File: config.mk
export PLATFORM = sky130hd
export DESIGN_NAME = ccr_regs
export DESIGN_NICKNAME = d
export VERILOG_FILES = /design/src/hw/ccr_pkg.sv /design/src/hw/ccr_regs.sv
export SDC_FILE = /design/constraint.sdc
export NUM_CORES = 1
export LEC_CHECK = 0
export BUFFER_PORTS_ARGS = -buffer_cell sky130_fd_sc_hd__buf_4
export CELL_PAD_IN_SITES_DETAIL_PLACEMENT = 2
export CELL_PAD_IN_SITES_GLOBAL_PLACEMENT = 2
export CORE_ASPECT_RATIO = 0.75
export CORE_MARGIN = 4
export CORE_UTILIZATION = 35
export CTS_CLUSTER_DIAMETER = 100
export CTS_CLUSTER_SIZE = 12
export DETAILED_ROUTE_END_ITERATION = 16
export GPL_TIMING_DRIVEN = 0
export PLACE_DENSITY = 0.92
export SLEW_MARGIN = 5
export SYNTH_ARGS = -nofsm -noshare
export SYNTH_HDL_FRONTEND = slang
export SYNTH_SLANG_ARGS = --single-unit
File: constraint.sdc
create_clock -name mclk_i -period 3.06 [get_ports mclk_i]
set_input_delay 0.153 -clock mclk_i [delete_from_list [all_inputs] [get_ports mclk_i]]
set_output_delay 0.153 -clock mclk_i [all_outputs]
set_load 0.03 [all_outputs]
File: src/hw/ccr_pkg.sv
// Summary of operation
// - enable bit 6 powers comparator on; cleared switches it fully off.
// - while disabled the output status bit reads zero.
// - polarity bit 5 passes comparison straight (0) or inverted (1).
// - status bit 4 holds comparison result, meaning swapped by polarity.
// - two-bit response select, 00 slowest through 11 fastest, sent to analog.
// - control bits 7,1,0 and trim bit 7 read zero, writes ignored.
// - trim bit 6 selects normal (0) or offset calibration mode (1).
// - any change of the output status bit sets the interrupt flag.
package ccr_pkg;
  localparam int          NUM_CMP      = 2;
  // register word addresses
  localparam logic [3:0]  ADDR_CTRL0   = 4'h0;
  localparam logic [3:0]  ADDR_TRIM0   = 4'h1;
  localparam logic [3:0]  ADDR_CTRL1   = 4'h2;
  localparam logic [3:0]  ADDR_TRIM1   = 4'h3;
  localparam logic [3:0]  ADDR_INT_ST  = 4'h4;
  localparam logic [3:0]  ADDR_INT_MSK = 4'h5;
  // control register fields
  localparam int          CTRL_EN_BIT  = 6;
  localparam int          CTRL_POL_BIT = 5;
  localparam int          CTRL_OUT_BIT = 4;
  localparam int          CTRL_RSP_LSB = 2;
  localparam logic [7:0]  CTRL_WMASK   = 8'h6C;
  localparam logic [7:0]  CTRL_RESET   = 8'h00;
  // offset trim register fields
  localparam int          TRIM_MODE_BIT = 6;
  localparam int          TRIM_REF_BIT  = 5;
  localparam logic [7:0]  TRIM_WMASK    = 8'h7F;
  localparam logic [7:0]  TRIM_RESET    = 8'h00;
  localparam logic [1:0]  INT_RESET     = 2'h0;

  // settings forwarded to one analog comparator
  typedef struct packed {
    logic       enable;
    logic [1:0] response_select;
    logic       calibration_mode;
    logic       calibration_reference_select;
    logic [4:0] offset_trim_code;
  } ccr_analog_s;
endpackage : ccr_pkg

File: src/hw/ccr_regs.sv
`timescale 1ns/1ns
module ccr_regs
(
  // clock and reset
  input  wire logic                     mclk_i,
  input  wire logic                     srst_i,
  // register port
  input  wire logic [3:0]               addr_i,
  input  wire logic [7:0]               wdata_i,
  input  wire logic                     wr_i,
  input  wire logic                     rd_i,
  output      logic [7:0]               rdata_o,
  // analog comparators
  input  wire logic [1:0]               cmp_raw_i,
  output      ccr_pkg::ccr_analog_s [1:0] analog_o,
  // interrupt
  output      logic                     irq_o
);
  logic [7:0] ctrl [2];
  logic [7:0] trim [2];
  logic [1:0] status;
  logic [1:0] status_q;
  logic [1:0] int_st;
  logic [1:0] int_msk;
  logic [1:0] cmp_change;
  logic [7:0] ctrl_rd [2];
  logic [7:0] next_rdata;

  genvar g;
  generate
    for (g = 0; g < ccr_pkg::NUM_CMP; g++)
    begin : g_cmp
      wire logic       wr_ctrl = wr_i && addr_i == (g ? ccr_pkg::ADDR_CTRL1 : ccr_pkg::ADDR_CTRL0);
      wire logic       wr_trim = wr_i && addr_i == (g ? ccr_pkg::ADDR_TRIM1 : ccr_pkg::ADDR_TRIM0);
      wire logic       en      = ctrl[g][ccr_pkg::CTRL_EN_BIT];
      // disabled forces zero; polarity inverts the raw comparison
      assign status[g] = en & (cmp_raw_i[g] ^ ctrl[g][ccr_pkg::CTRL_POL_BIT]);
      assign cmp_change[g] = status[g] ^ status_q[g];
      // read-only and unimplemented bits never stored
      assign ctrl_rd[g] = (ctrl[g] & ccr_pkg::CTRL_WMASK) | ({7'h00, status_q[g]} << ccr_pkg::CTRL_OUT_BIT);
      // settings to the analog side; enable low powers it down
      assign analog_o[g].enable = en;
      assign analog_o[g].response_select = ctrl[g][ccr_pkg::CTRL_RSP_LSB +: 2];
      assign analog_o[g].calibration_mode = trim[g][ccr_pkg::TRIM_MODE_BIT];
      assign analog_o[g].calibration_reference_select = trim[g][ccr_pkg::TRIM_REF_BIT];
      assign analog_o[g].offset_trim_code = trim[g][4:0];

      // register writes keep only implemented bits
      always_ff @(posedge mclk_i)
      begin
        if (srst_i)
        begin
          ctrl[g] <= ccr_pkg::CTRL_RESET;
          trim[g] <= ccr_pkg::TRIM_RESET;
        end
        else
        begin
          if (wr_ctrl)
            ctrl[g] <= wdata_i & ccr_pkg::CTRL_WMASK;
          if (wr_trim)
            trim[g] <= wdata_i & ccr_pkg::TRIM_WMASK;
        end
      end
    end
  endgenerate

  // read mux; unmapped addresses read zero
  always_comb
  begin
    unique case (addr_i)
      ccr_pkg::ADDR_CTRL0:   next_rdata = ctrl_rd[0];
      ccr_pkg::ADDR_TRIM0:   next_rdata = trim[0];
      ccr_pkg::ADDR_CTRL1:   next_rdata = ctrl_rd[1];
      ccr_pkg::ADDR_TRIM1:   next_rdata = trim[1];
      ccr_pkg::ADDR_INT_ST:  next_rdata = {6'h00, int_st};
      ccr_pkg::ADDR_INT_MSK: next_rdata = {6'h00, int_msk};
      default:               next_rdata = 8'h00;
    endcase
  end

  // status sampled, flags set-wins over write-one-to-clear
  always_ff @(posedge mclk_i)
  begin
    if (srst_i)
    begin
      status_q <= 2'h0;
      int_st   <= ccr_pkg::INT_RESET;
      int_msk  <= ccr_pkg::INT_RESET;
      rdata_o  <= 8'h00;
    end
    else
    begin
      status_q <= status;
      int_st   <= (int_st & ~((wr_i && addr_i == ccr_pkg::ADDR_INT_ST) ? wdata_i[1:0] : 2'h0))
                  | cmp_change;
      if (wr_i && addr_i == ccr_pkg::ADDR_INT_MSK)
        int_msk <= wdata_i[1:0];
      rdata_o  <= rd_i ? next_rdata : 8'h00;
    end
  end

  assign irq_o = |(int_st & int_msk);

  // a change of the status bit raises the flag one edge later
  property p_change_sets_flag;
    @(posedge mclk_i) disable iff (srst_i)
      cmp_change[0] |=> int_st[0];
  endproperty
  a_change_sets_flag: assert property (p_change_sets_flag) else $error("change did not set flag");

  // disabled comparator reads zero status
  property p_disabled_zero;
    @(posedge mclk_i) disable iff (srst_i)
      !ctrl[1][ccr_pkg::CTRL_EN_BIT] |-> !status[1];
  endproperty
  a_disabled_zero: assert property (p_disabled_zero) else $error("disabled status not zero");

  // unimplemented control bits read zero
  property p_ctrl_reserved;
    @(posedge mclk_i) disable iff (srst_i)
      $past(rd_i) && $past(addr_i) == ccr_pkg::ADDR_CTRL0 |-> rdata_o[7] == 1'b0 && rdata_o[1:0] == 2'h0;
  endproperty
  a_ctrl_reserved: assert property (p_ctrl_reserved) else $error("reserved control bits nonzero");

  // second comparator raises its own flag on a status change
  property p_change_sets_flag1;
    @(posedge mclk_i) disable iff (srst_i)
      cmp_change[1] |=> int_st[1];
  endproperty
  a_change_sets_flag1: assert property (p_change_sets_flag1) else $error("change did not set flag 1");

  // first comparator disabled reads zero status
  property p_disabled_zero0;
    @(posedge mclk_i) disable iff (srst_i)
      !ctrl[0][ccr_pkg::CTRL_EN_BIT] |-> !status[0];
  endproperty
  a_disabled_zero0: assert property (p_disabled_zero0) else $error("disabled status 0 not zero");

  // unimplemented control bits of the second comparator read zero
  property p_ctrl_reserved1;
    @(posedge mclk_i) disable iff (srst_i)
      $past(rd_i) && $past(addr_i) == ccr_pkg::ADDR_CTRL1 |-> rdata_o[7] == 1'h0 && rdata_o[1:0] == 2'h0;
  endproperty
  a_ctrl_reserved1: assert property (p_ctrl_reserved1) else $error("reserved control 1 bits nonzero");

  // top bit of either trim register reads zero
  property p_trim_reserved0;
    @(posedge mclk_i) disable iff (srst_i)
      $past(rd_i) && $past(addr_i) == ccr_pkg::ADDR_TRIM0 |-> rdata_o[7] == 1'h0;
  endproperty
  a_trim_reserved0: assert property (p_trim_reserved0) else $error("reserved trim 0 bit nonzero");

  property p_trim_reserved1;
    @(posedge mclk_i) disable iff (srst_i)
      $past(rd_i) && $past(addr_i) == ccr_pkg::ADDR_TRIM1 |-> rdata_o[7] == 1'h0;
  endproperty
  a_trim_reserved1: assert property (p_trim_reserved1) else $error("reserved trim 1 bit nonzero");

  // status bit read back shows the sampled comparison, one cycle behind the pin
  property p_status_read0;
    @(posedge mclk_i) disable iff (srst_i)
      $past(rd_i) && $past(addr_i) == ccr_pkg::ADDR_CTRL0 |-> rdata_o[ccr_pkg::CTRL_OUT_BIT] == $past(status_q[0]);
  endproperty
  a_status_read0: assert property (p_status_read0) else $error("status 0 read back wrong");

  property p_status_read1;
    @(posedge mclk_i) disable iff (srst_i)
      $past(rd_i) && $past(addr_i) == ccr_pkg::ADDR_CTRL1 |-> rdata_o[ccr_pkg::CTRL_OUT_BIT] == $past(status_q[1]);
  endproperty
  a_status_read1: assert property (p_status_read1) else $error("status 1 read back wrong");

  // addresses past the mask register answer with zero
  property p_unmapped_zero;
    @(posedge mclk_i) disable iff (srst_i)
      $past(rd_i) && $past(addr_i) > ccr_pkg::ADDR_INT_MSK |-> rdata_o == 8'h00;
  endproperty
  a_unmapped_zero: assert property (p_unmapped_zero) else $error("unmapped read nonzero");

  // a control write never stores the reserved or read-only positions
  property p_ctrl_write_masked0;
    @(posedge mclk_i) disable iff (srst_i)
      wr_i && addr_i == ccr_pkg::ADDR_CTRL0 |=> ctrl[0][7] == 1'h0 && ctrl[0][4] == 1'h0 && ctrl[0][1:0] == 2'h0;
  endproperty
  a_ctrl_write_masked0: assert property (p_ctrl_write_masked0) else $error("control 0 stored reserved bits");

  // written enable and response select reach the analog side
  property p_ctrl_forward0;
    @(posedge mclk_i) disable iff (srst_i)
      wr_i && addr_i == ccr_pkg::ADDR_CTRL0 |=> analog_o[0].enable == $past(wdata_i[6])
        && analog_o[0].response_select == $past(wdata_i[3:2]);
  endproperty
  a_ctrl_forward0: assert property (p_ctrl_forward0) else $error("control 0 not forwarded");

  property p_ctrl_forward1;
    @(posedge mclk_i) disable iff (srst_i)
      wr_i && addr_i == ccr_pkg::ADDR_CTRL1 |=> analog_o[1].enable == $past(wdata_i[6])
        && analog_o[1].response_select == $past(wdata_i[3:2]);
  endproperty
  a_ctrl_forward1: assert property (p_ctrl_forward1) else $error("control 1 not forwarded");

  // calibration mode, reference and trim code reach the analog side
  property p_trim_forward0;
    @(posedge mclk_i) disable iff (srst_i)
      wr_i && addr_i == ccr_pkg::ADDR_TRIM0 |=> analog_o[0].calibration_mode == $past(wdata_i[6])
        && analog_o[0].calibration_reference_select == $past(wdata_i[5])
        && analog_o[0].offset_trim_code == $past(wdata_i[4:0]);
  endproperty
  a_trim_forward0: assert property (p_trim_forward0) else $error("trim 0 not forwarded");

  property p_trim_forward1;
    @(posedge mclk_i) disable iff (srst_i)
      wr_i && addr_i == ccr_pkg::ADDR_TRIM1 |=> analog_o[1].calibration_mode == $past(wdata_i[6])
        && analog_o[1].calibration_reference_select == $past(wdata_i[5])
        && analog_o[1].offset_trim_code == $past(wdata_i[4:0]);
  endproperty
  a_trim_forward1: assert property (p_trim_forward1) else $error("trim 1 not forwarded");

  // enabled with polarity clear the status follows the raw comparison
  property p_polarity_straight0;
    @(posedge mclk_i) disable iff (srst_i)
      ctrl[0][ccr_pkg::CTRL_EN_BIT] && !ctrl[0][ccr_pkg::CTRL_POL_BIT] |-> status[0] == cmp_raw_i[0];
  endproperty
  a_polarity_straight0: assert property (p_polarity_straight0) else $error("status 0 not straight");

  // enabled with polarity set the status is the inverse
  property p_polarity_invert0;
    @(posedge mclk_i) disable iff (srst_i)
      ctrl[0][ccr_pkg::CTRL_EN_BIT] && ctrl[0][ccr_pkg::CTRL_POL_BIT] |-> status[0] == !cmp_raw_i[0];
  endproperty
  a_polarity_invert0: assert property (p_polarity_invert0) else $error("status 0 not inverted");

  property p_polarity_straight1;
    @(posedge mclk_i) disable iff (srst_i)
      ctrl[1][ccr_pkg::CTRL_EN_BIT] && !ctrl[1][ccr_pkg::CTRL_POL_BIT] |-> status[1] == cmp_raw_i[1];
  endproperty
  a_polarity_straight1: assert property (p_polarity_straight1) else $error("status 1 not straight");

  property p_polarity_invert1;
    @(posedge mclk_i) disable iff (srst_i)
      ctrl[1][ccr_pkg::CTRL_EN_BIT] && ctrl[1][ccr_pkg::CTRL_POL_BIT] |-> status[1] == !cmp_raw_i[1];
  endproperty
  a_polarity_invert1: assert property (p_polarity_invert1) else $error("status 1 not inverted");

  // a flag stays set until software writes a one to it
  property p_flag_sticky0;
    @(posedge mclk_i) disable iff (srst_i)
      int_st[0] && !(wr_i && addr_i == ccr_pkg::ADDR_INT_ST && wdata_i[0]) |=> int_st[0];
  endproperty
  a_flag_sticky0: assert property (p_flag_sticky0) else $error("flag 0 dropped by itself");

  // a clear with no coincident change empties the flag
  property p_flag_clear0;
    @(posedge mclk_i) disable iff (srst_i)
      wr_i && addr_i == ccr_pkg::ADDR_INT_ST && wdata_i[0] && !cmp_change[0] |=> !int_st[0];
  endproperty
  a_flag_clear0: assert property (p_flag_clear0) else $error("flag 0 not cleared");

  // with every source masked the interrupt line stays low
  property p_irq_masked;
    @(posedge mclk_i) disable iff (srst_i)
      int_msk == 2'h0 |-> !irq_o;
  endproperty
  a_irq_masked: assert property (p_irq_masked) else $error("interrupt with all masked");
endmodule : ccr_regs

== Word level (Yosys, flattened, before mapping) ==
Memories as Yosys holds them, arrays and structs flattened.
Index checks and enable logic that the tools add are counted.

* Bits in registers: 14
* Logic and storage cells: 57
* Output and inout bits: 29
* Bits of input ports: 18
* Bits in writable memories: 22
* Memories: 2

* Bitwise operators: 17
* Equal/unequal tests: 5
* Reductions and logical operators: 9
* Muxes and demuxes: 20

{| class="wikitable"
|+ Memories
! memory !! depth !! width !! rd ports !! clocked after Yosys merged registers in !! write ports !! RTL line !! RTL
|-
| trim || 2 || 7 || 2 || 0 || 2 || ccr_regs.sv:20 || <nowiki>logic [7:0] trim [2];</nowiki>
|-
| ctrl || 2 || 4 || 2 || 0 || 2 || ccr_regs.sv:19 || <nowiki>logic [7:0] ctrl [2];</nowiki>
|}

{| class="wikitable"
|+ Operator list
! kind !! count
|-
| case mux 8 bit (6 select lines) || 1
|-
| 2-to-1 mux 1 bit || 14
|-
| 2-to-1 mux 7 bit || 2
|-
| OR 7 x 5 -> 7 bit || 2
|-
| == test 4 x 2 -> 1 bit (second input constant) || 2
|-
| == test 4 x 3 -> 1 bit (second input constant) || 2
|-
| 2-to-1 mux 4 bit || 2
|-
| logical AND 1 bit || 6
|-
| AND 2 bit || 2
|-
| == test 4 x 1 -> 1 bit (second input constant) || 1
|-
| logical NOT 4 bit || 1
|-
| OR 1 bit || 4
|-
| OR reduction 2 bit || 2
|-
| bitwise XOR 1 bit || 4
|-
| AND 1 bit || 2
|-
| 2-to-1 mux 2 bit || 1
|-
| inverter 2 bit || 1
|-
| OR 2 bit || 1
|-
| inverter 1 bit || 1
|}

== Logic depth before layout (Yosys ltp) ==
* Word-level depth: 6
* Gate-level depth with buffers: 5
* Depth with buffers taken out: 3

== Least setup slack after synthesis ==
No wires, ideal clock.

* Path kind: input port to flip-flop
* Start: in addr_i[0]
* End: mem trim[0][0] (netlist bit), enable pin
* Cell stages on the path: 4
* Required time: 2751 ps
* Library setup time: 309 ps
* Arrival: 1009 ps
* Slack: 1742 ps
* Path buffers: 2
* Path through: clkbuf_1 -> buf_2 -> nor2b_1 -> a31o_2

{| class="wikitable"
|+ RTL lines
! what !! RTL line !! RTL
|-
| start, declared || ccr_regs.sv:8 || <nowiki>input wire logic [3:0] addr_i,</nowiki>
|-
| end, declared || ccr_regs.sv:20 ||
|}

==> results.txt <==
----------------------------------------------------
[Power]
  Worst supply voltage drop on vdd ... 0.206 mV
  Internal power ... approximately 0.75 mW
  Portion of total power attributed to combinational logic ... roughly 17%
  Register share of total power ... roughly 52%
  Clock share of power ... between 30% and 40%
  Switching share of power ... approximately 28%
  Power per standard cell area ... approximately 480 nW/µm²
  Final Total Pwr ... 1.04 mW
  Static Leakage ... 0.891 nW
  Reported net switching power ... between 0.2 and 0.3 mW

[Synthesis]
  Unique cell type count in the Yosys netlist ... 36
  Synth top area share ... 39.3%
  Synth Register Bits ... 35
  Leading area contributor after synthesis ... sky130_fd_sc_hd__edfxtp_1
  Average cell area after synthesis ... approximately 12 µm²
  Multiplexer fraction of the synthesized cell area ... around 8.6%
  Adder-cell area share of the yosys netlist ... 0%
  Number of synthesis warnings ... 0
  Share of synthesized cell area in and, or, nand and nor gates ... 19.5%
  Dominant combinational cell family by area after synthesis ... simple AND/OR/NAND/NOR gates
  Post-synthesis instance area ... 1680 µm²
  Compound-cell area share of the yosys netlist ... 10.6%
  Post-synth net total ... approximately 160
  Instance count of the mapped netlist ... ~150
  XOR/XNOR Fraction of Synth Area ... 1.04%
  Biggest area contributors in the synthesized netlist ... sky130_fd_sc_hd__edfxtp_1 39%, sky130_fd_sc_hd__dfxtp_1 15%, sky130_fd_sc_hd__and2_1 7.4%, sky130_fd_sc_hd__mux2i_1 5.9%, sky130_fd_sc_hd__buf_4 3.1%
  Sequential share of the synthesized area ... ~55%

[Drt]
  Post-Route WL ... 5520 µm
  DRC violation total after the first TritonRoute iteration ... 49
  Number of optimization iterations in the first detailed-route pass ... 4
  Number of design rule violations left after detail routing ... 0
  Per-cell via count in the routed design ... 5.30
  WL per Instance ... 21.8 µm
  DR vias ... ~1300
  Number of nets still failing antenna checks after routing ... 0

[GRT]
  Gr usage total ... 19.4%
  GRT Residual Overflow ... 0
  Wire length of the first global-routing pass ... 8180 µm
  Initial antenna violation count ... 0
  Number of global-route vias before repair ... 1423
  Largest net degree at the start of global routing ... 12

[Clocking]
  Number of buffers created by CTS ... 5
  Clock Pin Slew Worst Setup and Hold Paths ... 0.07 ns
  TritonCTS clock tree ... yes
  Clock insertion delay at the later pin of the skew report ... 0.29 ns
  CTS H-Tree Depth ... 2
  Number of sinks driven by the clock tree ... 35
  Max clock buf depth ... 2
  CTS Hold Buffers Added ... 0
  Count of buffers added by post-CTS timing repair for setup ... 0
  Library cell used as clock root buffer ... sky130_fd_sc_hd__clkbuf_8
  Post_cts resized ... 0

[Worst setup path]
  Capturing element type of the critical path ... register
  Worst Reg-to-Reg Cells ... 3
  Biggest fanout along the worst timing path ... 10
  R2R Path Start ... trim[0][1]
  Data required time of the critical path ... 3.04 ns
  Flop-to-flop setup slack ... around 1.9 ns
  Worst reg2reg path endpoint ... rdata_o[1]
  Type of the worst setup path ... input port to register
  Critical Path Start ... addr_i[0]
  Type of element launching the critical path ... input port
  Data arrival at the endpoint of the critical path ... 1.26 ns

[STA]
  Worst path setup slack after routing ... 1.79 ns
  Final worst path period need ... approximately 1.3 ns
  Setup repair after global routing missed its margin ... no
  Worst slew pin tran ... 0.537 ns
  Final setup violating endpoints ... 0
  Maximum clock frequency ... between 700 and 800 MHz
  Final Max Tran Viols ... 0
  Post-route clock period utilization ... 41.6%
  Worst hold margin ... 0.154 ns
  Total count of hold-check failures in the final report ... 0
  Setup Total Neg Slack ... 0 ns
  Post-route clock skew ... around 0.0048 ns
  Worst rel slew slack ... 64.2%

[Finish]
  Area added between synthesis and finish ... 28.3%
  Share of cells above drive strength 1 ... 37.2%
  Fill count ... 482
  Diode insertion count for antenna repair ... 0
  Area used by sequential logic in the layout ... 921 µm²
  Area of combinational cells with multiple inputs ... 672 µm²
  Net count, final ... 213
  Non-filler instance count after layout ... 253

[Die]
  Number of rows created at floorplan ... 21
  Initial Utilization ... a little under two fifths
  Height of the die ... 68.1 µm
  Count of pins on the block boundary ... 47
  Total die area ... 5990 µm²
  Horizontal die dimension ... 88.1 µm
  Std-Cell Core Area ... 4550 µm²

[Placed design]
  Number of instances in the placed design ... between 200 and 250
  Final HPWL from detailed placement ... about 4400 µm
  GPL Wtd Cong ... 0.862
  DP Worst Slack ... 1.50 ns
  Port buffer count ... 43

[Worst hold path]
  Hold Crit Start ... wdata_i[1]
  Worst hold path depth ... 3
  Endpoint of the worst hold path ... int_msk[1]
  Worst min-delay path class ... input port to register

[Status]
  Run status ... finished, final reports clean

[Run]
  Max-capacitance violation count ... 0

----------------------------------------------------
synthesized netlist by cell type, drive strengths merged:
cell and count:
a31oi 2, nand3 3, xor2 2, nand2 4
or3 1, a41o 2, mux2i 10, nor2b 1
clkbuf 3, conb 1, o41ai 1, dfxtp 13
or4b 1, and2 20, a21bo 2, or3b 1
a31o 3, mux2 4, a32oi 2, and3b 1
a22o 1, o21ai 2, o22a 5, edfxtp 22
a21oi 2, inv 3, nor3 3, nand3b 3
buf 10, nor2 14, nor3b 2, nand2b 1
placed cells by master (no fill, tap or decap), types with 4 or more instances in the layout:
master / instances
sky130_fd_sc_hd__nor2_1: 12
sky130_fd_sc_hd__and2_1: 20
sky130_fd_sc_hd__edfxtp_1: 22
sky130_fd_sc_hd__o22a_1: 5
sky130_fd_sc_hd__mux2i_1: 10
sky130_fd_sc_hd__clkbuf_1: 4
sky130_fd_sc_hd__mux2_2: 4
sky130_fd_sc_hd__dfxtp_1: 13
sky130_fd_sc_hd__clkbuf_8: 5
sky130_fd_sc_hd__nand2_1: 4
sky130_fd_sc_hd__buf_4: 50
state kept, by name (all words and copies together), names as in the netlist:
signal	flops
status_q	2
trim	14
int_st	2
rdata_o	7
ctrl	8
int_msk	2
power groups by stage:
stage,sequential (mW),combinational (mW),clock [mW]
4_1_cts,0.545,0.178,0.328
5_1_grt,0.547,0.190,0.347
3_5_place_dp,0.555,0.177,0
2_1_floorplan,0.572,0.0794,0
3_3_place_gp,0.552,0.166,0
6_report,0.545,0.177,0.322
final cells by class:
type | count | share of cell area (%)
Sequential cell | 35 | 42.7
Clock buffer | 6 | 3.36
Tap cell | 57 | 3.30
Inverter | 3 | 0.522
Buffer | 13 | 3.65
Timing Repair Buffer | 43 | 15.0
Clock inverter | 2 | 0.406
Multi-Input combinational cell | 94 | 31.1
layer usage:
layer / track usage (%) / wire length, µm / up-vias / part of all wire (%)
met1: 24.1 / 2420 / 680 / 44
met3: 5.54 / 291 / 7 / 5.3
met2: 32.8 / 2720 / 39 / 49
met5: 0 / 0 / - / 0
met4: 6.42 / 87 / 0 / 1.6
li1: - / - / 614 / -
worst max path at each step:
stage | to
final | trim[0][4]
after global placement | ctrl[1][2]
after global routing | trim[0][4]
after detailed placement | trim[0][5]
after floorplan | trim[0][0]
after CTS | ctrl[1][2]
logic make-up (layout without fill, tap and decap cells):
kind of cell | Yosys count | count (layout)
compound gates | 22 | 22
xor+xnor | 2 | 2
buf+inv | 16 | 67
flops | 35 | 35
mux | 14 | 14
other cells | 1 | 1
simple gates | 55 | 55
through the flow:
stage                     area (µm²)  util (%)
final                           2160      47.5
after global routing            2160      47.5
after CTS                       2160      47.5
after detailed placement        2080      45.7
after global placement          2080      45.7
after floorplan                 1680         -
worst max-delay path, stage by stage:
cell and delay [ns]:
sky130_fd_sc_hd__clkbuf_1 0.19, sky130_fd_sc_hd__buf_2 0.31, sky130_fd_sc_hd__nor2b_1 0.27, sky130_fd_sc_hd__a31o_2 0.32
Note: power is estimated with default switching activity, not from simulation.
